## src/hdl/ics_pkg.sv

```systemverilog
// Purpose: shared constants and types for the event acknowledge and state trigger block
// Assumes: 32-bit APB, word-aligned registers at four times their index
// Notes:   event bit positions match across status, enable and acknowledge registers
package ics_pkg;
  localparam int          ICS_DW        = 32;
  localparam int          ICS_AW        = 8;
  localparam int          ICS_EVT_N     = 20;
  // register indexes; byte address is four times the index
  localparam logic [5:0]  ICS_IDX_ENA   = 6'h01;
  localparam logic [5:0]  ICS_IDX_STAT  = 6'h02;
  localparam logic [5:0]  ICS_IDX_ACK   = 6'h03;
  localparam logic [5:0]  ICS_IDX_SETUP = 6'h04;
  localparam int          ICS_IDX_LSB   = 2;
  // event bit positions
  localparam int          ICS_B_STATE   = 5;
  localparam logic [19:0] ICS_ENA_FIXED = 20'hE0000;
  localparam logic [19:0] ICS_ENA_RW    = 20'h1FFFF;
  localparam logic [19:0] ICS_EVT_RST   = 20'h00000;
  // trigger-select field inside the transceive setup register
  localparam int          ICS_TRIG_LSB  = 4;
  localparam int          ICS_TRIG_W    = 6;
  localparam logic [5:0]  ICS_TRIG_RST  = 6'h00;
  localparam logic [31:0] ICS_ZERO      = 32'h00000000;

  typedef enum logic [2:0] {
    ICS_XS_IDLE       = 3'b000,
    ICS_XS_PRE_SEND   = 3'b001,
    ICS_XS_SENDING    = 3'b011,
    ICS_XS_PRE_RECV   = 3'b010,
    ICS_XS_DATA_WAIT  = 3'b110,
    ICS_XS_RECEIVING  = 3'b111
  } ics_xcv_state_t;

  // one-hot position of a transceive state within the trigger-select field
  function automatic logic [5:0] ics_state_bit(input ics_xcv_state_t s);
    case (s)
      ICS_XS_IDLE:      ics_state_bit = 6'h01;
      ICS_XS_PRE_SEND:  ics_state_bit = 6'h02;
      ICS_XS_SENDING:   ics_state_bit = 6'h04;
      ICS_XS_PRE_RECV:  ics_state_bit = 6'h08;
      ICS_XS_DATA_WAIT: ics_state_bit = 6'h10;
      ICS_XS_RECEIVING: ics_state_bit = 6'h20;
      default:          ics_state_bit = 6'h00;
    endcase
  endfunction
endpackage

```

## src/hdl/ics_evt_if.sv

```systemverilog
// Purpose: carries event sets, acknowledges and latched status between modules
// Assumes: all signals on the one system clock
// Notes:   set and ack are one-cycle vectors
`timescale 1ns/1ps
`default_nettype none
interface ics_evt_if;
  logic [19:0] set;
  logic [19:0] ack;
  logic [19:0] stat;
  modport ctl (output set, output ack, input stat);
  modport lat (input set, input ack, output stat);
endinterface
`default_nettype wire

```

## src/hdl/ics_event_latch.sv

```systemverilog
// Purpose: sticky event flags with write-one acknowledge
// Assumes: set and ack come from logic on clk
// Notes:   a set in the same cycle as its ack keeps the flag
`timescale 1ns/1ps
`default_nettype none
module ics_event_latch
  import ics_pkg::*;
(
  input  wire logic clk,
  input  wire logic rst_n,
  ics_evt_if.lat    ev
);
  always_ff @(posedge clk or negedge rst_n) begin
    if (!rst_n) begin
      ev.stat <= ICS_EVT_RST;
    end else begin
      // set wins over ack; a zero ack bit leaves its flag alone
      ev.stat <= (ev.stat & ~ev.ack) | ev.set;
    end
  end
endmodule
`default_nettype wire

```

## src/hdl/ics_state_trigger.sv

```systemverilog
// Purpose: raises the state-change event on entry to an armed transceive state
// Assumes: the state input comes from logic on clk
// Notes:   leaving reset in idle does not count as an entry
`timescale 1ns/1ps
`default_nettype none
module ics_state_trigger
  import ics_pkg::*;
(
  input  wire logic           clk,
  input  wire logic           rst_n,
  input  wire ics_xcv_state_t state,
  input  wire logic [5:0]     sel,
  output logic                hit_q
);
  ics_xcv_state_t prev_q;
  logic           entry;

  assign entry = (state != prev_q);

  always_ff @(posedge clk or negedge rst_n) begin
    if (!rst_n) begin
      prev_q <= ICS_XS_IDLE;
    end else begin
      prev_q <= state;
    end
  end

  always_ff @(posedge clk or negedge rst_n) begin
    if (!rst_n) begin
      hit_q <= 1'b0;
    end else begin
      // each select bit arms one state; several may be armed at once
      hit_q <= entry && |(ics_state_bit(state) & sel);
    end
  end
endmodule
`default_nettype wire

```

## src/hdl/ics_top.sv

```systemverilog
// Purpose: APB register front of event acknowledge, status, enable and state trigger
// Assumes: event and state inputs come from logic on clk; no wait states on any access
// Notes:   irq is high while any enabled status bit is set
//
// Functional notes
// - Ack bits 19..16 clear card detect, program fail, general fault, temperature flags.
// - Ack bits 15 and 14 clear subcarrier seen and frame start seen flags.
// - Ack bits 10..6 clear field fault, own field on/off, external field on/off.
// - Ack bits 5..0 clear state, activation, scheme, idle, send, receive flags.
// - Six-bit trigger select at setup bits 9..4, read/write, resets to zero.
// - Each select bit arms one state; entry to any armed state raises event.
// - All select bits zero: the state-change event never fires.
// - Select bits 0,1,2 arm idle, pre-send wait and sending states.
// - Select bits 3,4,5 arm pre-receive wait, data wait and receiving states.
// - Events latch into status; irq high while a status bit is enabled.
// - State-change flag sits at status bit 5.
//
// The implementer's own choice: the APB register port.
`timescale 1ns/1ps
`default_nettype none
module ics_top
  import ics_pkg::*;
(
  input  wire logic              clk,
  input  wire logic              rst_n,
  input  wire logic              psel,
  input  wire logic              penable,
  input  wire logic              pwrite,
  input  wire logic [ICS_AW-1:0] paddr,
  input  wire logic [ICS_DW-1:0] pwdata,
  output logic      [ICS_DW-1:0] prdata,
  output logic                   pready,
  output logic                   pslverr,
  input  wire logic [19:0]       evt_in,
  input  wire ics_xcv_state_t    xcv_state,
  output logic                   irq
);
  ics_evt_if evt ();

  logic [19:0]           ena_q;
  logic [ICS_TRIG_W-1:0] trig_sel_q;
  logic                  state_hit;
  logic                  wr_go;
  logic                  setup_go;
  logic [5:0]            idx;
  logic                  mapped;
  logic [ICS_DW-1:0]     rd_mux;

  // register index from a byte address, dropping its two low bits
  function automatic logic [5:0] word_idx(input logic [ICS_AW-1:0] a);
    word_idx = a[ICS_AW-1:ICS_IDX_LSB];
  endfunction

  function automatic logic is_mapped(input logic [5:0] i);
    is_mapped = (i == ICS_IDX_ENA) || (i == ICS_IDX_STAT) ||
                (i == ICS_IDX_ACK) || (i == ICS_IDX_SETUP);
  endfunction

  assign idx      = word_idx(paddr);
  assign mapped   = is_mapped(idx);
  assign setup_go = psel && !penable;
  // writes land only on the completing edge of the access phase
  assign wr_go    = psel && penable && pready && pwrite && mapped;

  ics_event_latch u_latch (
    .clk   (clk),
    .rst_n (rst_n),
    .ev    (evt.lat)
  );

  ics_state_trigger u_trig (
    .clk   (clk),
    .rst_n (rst_n),
    .state (xcv_state),
    .sel   (trig_sel_q),
    .hit_q (state_hit)
  );

  // state-change flag is fed by the trigger, not by the outside event vector
  assign evt.set = {evt_in[19:ICS_B_STATE+1], state_hit, evt_in[ICS_B_STATE-1:0]};

  // acknowledge only drops flags whose bit is one; upper bits fall outside the vector
  assign evt.ack = (wr_go && idx == ICS_IDX_ACK) ? pwdata[19:0] : ICS_EVT_RST;

  always_ff @(posedge clk or negedge rst_n) begin
    if (!rst_n) begin
      ena_q <= ICS_EVT_RST;
    end else if (wr_go && idx == ICS_IDX_ENA) begin
      ena_q <= pwdata[19:0] & ICS_ENA_RW;
    end
  end

  always_ff @(posedge clk or negedge rst_n) begin
    if (!rst_n) begin
      trig_sel_q <= ICS_TRIG_RST;
    end else if (wr_go && idx == ICS_IDX_SETUP) begin
      trig_sel_q <= pwdata[ICS_TRIG_LSB +: ICS_TRIG_W];
    end
  end

  always_comb begin
    rd_mux = ICS_ZERO;
    case (idx)
      ICS_IDX_ENA:   rd_mux[19:0] = ena_q | ICS_ENA_FIXED;
      ICS_IDX_STAT:  rd_mux[19:0] = evt.stat;
      ICS_IDX_ACK:   rd_mux = ICS_ZERO;
      ICS_IDX_SETUP: rd_mux[ICS_TRIG_LSB +: ICS_TRIG_W] = trig_sel_q;
      default:       rd_mux = ICS_ZERO;
    endcase
  end

  // no wait states: answer is registered on the setup edge, so outputs stay flopped
  always_ff @(posedge clk or negedge rst_n) begin
    if (!rst_n) begin
      pready  <= 1'b0;
      pslverr <= 1'b0;
      prdata  <= ICS_ZERO;
    end else begin
      pready  <= setup_go;
      pslverr <= setup_go && !mapped;
      prdata  <= (setup_go && !pwrite) ? rd_mux : ICS_ZERO;
    end
  end

  // fixed-on enables cover the three error sources that cannot be masked
  always_ff @(posedge clk or negedge rst_n) begin
    if (!rst_n) begin
      irq <= 1'b0;
    end else begin
      irq <= |(evt.stat & (ena_q | ICS_ENA_FIXED));
    end
  end
endmodule
`default_nettype wire

```

## config.mk

```make
export PLATFORM = sky130hd
export DESIGN_NAME = ics_top
export DESIGN_NICKNAME = d
export VERILOG_FILES = /design/src/hdl/ics_pkg.sv /design/src/hdl/ics_evt_if.sv /design/src/hdl/ics_event_latch.sv /design/src/hdl/ics_state_trigger.sv /design/src/hdl/ics_top.sv
export SDC_FILE = /design/constraint.sdc
export NUM_CORES = 1
export LEC_CHECK = 0
export ABC_AREA = 1
export BUFFER_PORTS_ARGS = -buffer_cell sky130_fd_sc_hd__buf_4
export CAP_MARGIN = 40
export CORE_MARGIN = 2
export CORE_UTILIZATION = 40
export DETAILED_ROUTE_END_ITERATION = 8
export SLEW_MARGIN = 10
export SYNTH_ARGS = -nofsm -noshare
export SYNTH_HDL_FRONTEND = slang
export SYNTH_SLANG_ARGS = --single-unit
```

## constraint.sdc

```tcl
create_clock -name clk -period 3.6 [get_ports clk]
set_clock_uncertainty 0.1 [all_clocks]
set_input_delay 0.72 -clock clk [delete_from_list [all_inputs] [get_ports clk]]
set_output_delay 0.72 -clock clk [all_outputs]
set_load 0.005 [all_outputs]
```

# ---- Yosys cells after proc, flatten, opt, wreduce, memory -nomap -nowiden
# Index checks and enable logic that the tools add are counted.
dict set report op_classes {
  n_eq_ne 10
  n_bitwise 5
  mux 6
  n_reduce_logical 20
}
# cell count
set ops {}
lappend ops {{$and A20 B20 Y20} 2}
lappend ops {{$mux W20} 2}
lappend ops {{$pmux W6 S6} 1}
lappend ops {{$not A20 Y20} 1}
lappend ops {{$or A20 B20 Y20} 1}
lappend ops {{$pmux W10 S2} 1}
lappend ops {{$reduce_or A20 Y1} 1}
lappend ops {{$pmux W6 S3} 1}
lappend ops {{$eq A6 B2 Y1 const B} 2}
lappend ops {{$logic_and A1 B1 Y1} 11}
lappend ops {{$pmux W4 S2} 1}
lappend ops {{$and A6 B6 Y6} 1}
lappend ops {{$eq A3 B2 Y1 const B} 2}
lappend ops {{$eq A3 B3 Y1 const B} 2}
lappend ops {{$eq A6 B1 Y1 const B} 1}
lappend ops {{$eq A6 B3 Y1 const B} 1}
lappend ops {{$reduce_or A6 Y1} 1}
lappend ops {{$eq A3 B1 Y1 const B} 1}
lappend ops {{$logic_not A1 Y1} 3}
lappend ops {{$logic_not A3 Y1} 1}
lappend ops {{$logic_or A1 B1 Y1} 3}
lappend ops {{$ne A3 B3 Y1} 1}
dict set report totals {
  ff_bits 70
  out_inout_bits 35
  inputBits 68
}

# ---- Longest topological paths before layout
dict set report logic_depth {
  ltp_word 10
  mapped_depth 8
  ltp_nobuf 8
}

# ---- Cells and area by module
# Synthesis repeated with hierarchy kept, for this count alone.
dict set report hier_totals {
  hier_cells 441
  area_unflattened_um2 3462.1
}
# mod cells_per_inst area_each_um2 n_inst seq_area_each_um2
set modules_own_cells {}
lappend modules_own_cells {ics_top 313 2453.6 1 1151.1}
lappend modules_own_cells {ics_event_latch 100 800.8 1 500.5}
lappend modules_own_cells {ics_state_trigger 28 207.7 1 100.1}

# ---- Least setup slack after synthesis
# OpenSTA, ideal clock, no wires.
dict set report synth_timing {
  path_type {input to register}
  start {input paddr[7]}
  end {register trig_sel_q[3]}
  setup_ns 0.118
  arrival_time_ns 1.520
  stages 7
  slack_ns 1.862
  cell_sequence {nor2_4 > nand3_2 > inv_1 > nand3_2 > buf_6 > nand2_1 > o21ai_2}
}
dict set report synth_via {
  elab_chain_len 6
  word_cells_on_any_way 9
}
# element line_no
set synth_rtl {}
lappend synth_rtl {{from (decl)} ics_top.sv:29} ;# input wire logic [ICS_AW-1:0] paddr,
lappend synth_rtl {{$eq A6 B1 Y1 / $eq A6 B2 Y1 (equally long branches)} ics_top.sv:55} ;# is_mapped = (i == ICS_IDX_ENA) || (i == ICS_IDX_STAT) ||
lappend synth_rtl {{$logic_or A1 B1 Y1 (2 in a row)} ics_top.sv:55}
lappend synth_rtl {{$logic_or A1 B1 Y1} ics_top.sv:56} ;# (i == ICS_IDX_ACK) || (i == ICS_IDX_SETUP);
lappend synth_rtl {{$logic_and A1 B1 Y1} ics_top.sv:63} ;# assign wr_go = psel && penable && pready && pwrite && mapped;
lappend synth_rtl {{$logic_and A1 B1 Y1 (*)} ics_top.sv:96} ;# end else if (wr_go && idx == ICS_IDX_SETUP) begin
lappend synth_rtl {{to (signal assigned)} ics_top.sv:97} ;# trig_sel_q <= pwdata[ICS_TRIG_LSB +: ICS_TRIG_W];
lappend synth_rtl {{to (decl)} ics_top.sv:41} ;# logic [ICS_TRIG_W-1:0] trig_sel_q;
# Every way passes the cells marked *; elsewhere a longest branch is shown, timed or not.
# A chain may end at the register's enable or synchronous reset.

# ---- Worst setup path after layout
dict set report layout_timing {
  start {input paddr[7]}
  end {register ena_q[13]}
}
dict set report layout_via {
  elab_chain_len 6
  word_cells_on_any_way 9
}
# element line_no
set layout_rtl {}
lappend layout_rtl {{$eq A6 B1 Y1 / $eq A6 B2 Y1 (equally long branches)} {ics_top.sv:55, ics_top.sv:88}}
lappend layout_rtl {{$logic_or A1 B1 Y1 (2 in a row)} ics_top.sv:55}
lappend layout_rtl {{$logic_or A1 B1 Y1} ics_top.sv:56}
lappend layout_rtl {{$logic_and A1 B1 Y1} ics_top.sv:63}
lappend layout_rtl {{$logic_and A1 B1 Y1 (*)} ics_top.sv:88} ;# end else if (wr_go && idx == ICS_IDX_ENA) begin
lappend layout_rtl {{to (signal assigned)} ics_top.sv:89} ;# ena_q <= pwdata[19:0] & ICS_ENA_RW;
lappend layout_rtl {{to (decl)} ics_top.sv:40} ;# logic [19:0] ena_q;
# Marked as above.

==> results.cfg <==
[logic_synthesis]
synth.top_cell.area_share_pct = 51.5
synth_top_cell_by_area = dfrtp_1
synth_cells = 386
synthArstFlopShare_pct = 100
ys_seq_area_share_pct = 51.5
yosys_most_used_dff = dfrtp_1
synth_cell_types = 25
yosys-top-cells-area = dfrtp_1, nand2_1, nand4_1
synth_edf_count = 0
syn_area_per_cell_um2 = 8.80
synth_seq_cells = 70
ys_warn_count = 0
syn-cell-area_mm2 = 0.00340

[timing]
grt_setup_unrepaired = no
finalHoldViolations = 0
max_slew_margin_pct = 65.3
tns_ps = 0
slew_viol_final = 0
min_period_over_period_pct = 62.6
final.min_clock_period_ps = 2250
fmax_mhz = 444
worstMarginPinSlew_ps = 520
finalSetupViolations = 0

[clocking]
cts_hold_buf = 0
post-cts-setup-buffer-count = 0
cts_made_buffers = 9
clock-sinks = 70
clk_path_buf_depth = 2
clock_latency_ps = 350
path_clk_slew_ps = 80
cts-htree-levels = 3
cts_tree = done
post_cts_resized = 0
ctsRootBufferMaster = clkbuf_8

[cells_and_area]
area_growth_syn_to_layout_pct = 24.3
drive_gt1_share_pct = 29.2
final_cells = 570
layout_common_cells = nand2_1, buf_4, dfrtp_1, inv_1, nand4_1
stdcell_area_mm2 = 0.00423
layout_commonest_cell = nand2_1
antenna_cells = 0
layout.nets = 528
fillers = 793

[setup_path]
r2r_setup_slack_ps = 1810
critPathMaxFanout = 34
cp.required_ps = 3720
worstReg2RegEnd = ena_q[13]
r2r_start = pready
end_kind = register
critPathArrivalTime_ps = 2380
ff2ff_path_depth = 5
startpoint_type = input pin
path_class = in2reg

[drt]
dr.pass1.iters = 4
wl_per_cell_um = 13.9
vias_per_cell = 4.91
drt.antenna.violating_nets = 0
drc = 0
routed_wl_um = 7920
vias = 2797
dr.first_iter.drc_count = 160

[floorplanning]
die_x_um = 96.2
num_rows = 33
die_y_um = 96.2
dieArea_mm2 = 0.00925
fp.coreArea_mm2 = 0.00822
num_io_pins = 103
start_util_pct = 41.4

[flow_run]
drv_cap = 0

[power]
leakagePower_nw = 2.10
irDropWorstVdd_mv = 0.233
power_density_mw_per_mm2 = 391

[grt]
grt_use_total_pct = 18.4
grt_max_degree = 39
grt.overflow.total = 0
antenna_found_initial = 0
grt_pass1_vias = 2614
grt_pass1_wl_um = 12800

[placement]
place_inst = 554
place_congestion = 0.858
dpl_cell_area_mm2 = 0.00399
portBuffers = 75
dpl.hpwl_um = 5450

[status]
outcome = finished clean

[worst_hold_path]
min_path_type = in2async
[worst max-delay path, cell delays in order]
cell,delay [ps]
buf_4,120
nor2_4,110
buf_4,300
nand3_2,220
clkinv_4,200
nand3_4,400
nand2_1,210
o21ai_2,60
[layout make-up]
class                      instances  area (um^2)  share of cell area [%]
sequential                        70         1750                    41.5
multi-input combinational        249         1300                    30.7
timing repair buffer              82          628                    14.9
inverter                          48          185                    4.38
clock buffer                      11          151                    3.58
tap                              105          131                    3.11
clock inverter                     5         81.3                    1.92
[registers in the layout, indices dropped and copies added, names as in the netlist, 3 cells and up]
name,flops
prdata,20
u_latch.ev.stat,20
ena_q,17
trig_sel_q,6
u_trig.prev_q,3
[how the worst max path moves through the flow]
stage | startpoint | end | depth (start not counted)
6_report | paddr[7] | ena_q[13] | 8
5_1_grt | paddr[7] | ena_q[12] | 8
4_1_cts | paddr[7] | ena_q[13] | 8
3_5_place_dp | paddr[7] | ena_q[13] | 8
3_3_place_gp | paddr[7] | ena_q[15] | 8
2_1_floorplan | paddr[7] | trig_sel_q[3] | 7
[kinds of logic after synthesis]
logic type | Yosys count | share of synthesized area, %
simple gates | 192 | 27.1
other cells | 1 | 0.110
compound gates | 42 | 8.91
xor+xnor | 3 | 0.773
flops | 70 | 51.5
buf+inv | 78 | 11.5
[cell usage after synthesis (2+ instances only)]
| cell type | n |
|---|---|
| a21oi_1 | 15 |
| a31oi_1 | 3 |
| buf_1 | 2 |
| buf_2 | 6 |
| buf_4 | 15 |
| buf_6 | 4 |
| clkbuf_1 | 3 |
| dfrtp_1 | 70 |
| inv_1 | 47 |
| nand2_1 | 107 |
| nand2_2 | 6 |
| nand3_1 | 11 |
| nand3_2 | 3 |
| nand4_1 | 45 |
| nor2_1 | 12 |
| nor2_4 | 2 |
| nor3_1 | 3 |
| o21ai_2 | 23 |
| xnor2_1 | 3 |
[metal layers]
layer	vias up	wire [um]	global-route usage, %
met5	-	0	0
met2	84	3780	28.3
met1	1317	3570	25.1
met3	10	441	3.60
li1	1386	-	-
met4	0	126	7.98
[stage by stage]
stage / hold slack (ps) / worst slack [ps] / util, % / power, mW
6_report: 201 / 1350 / 51.4 / 1.65
5_1_grt: 230 / 1210 / 51.4 / 1.72
2_1_floorplan: 309 / 1860 / - / 0.863
3_5_place_dp: 332 / 990 / 48.6 / 0.939
4_1_cts: 216 / 1350 / 51.4 / 1.66
3_3_place_gp: 328 / 998 / 48.3 / 0.935
[report_power, final]
group,internal (mW),leakage (nW),switching [mW]
clock network,0.428,0.116,0.300
registers,0.790,0.858,0.00177
logic,0.0552,1.13,0.0754
Note: power is estimated with default switching activity, not from simulation.
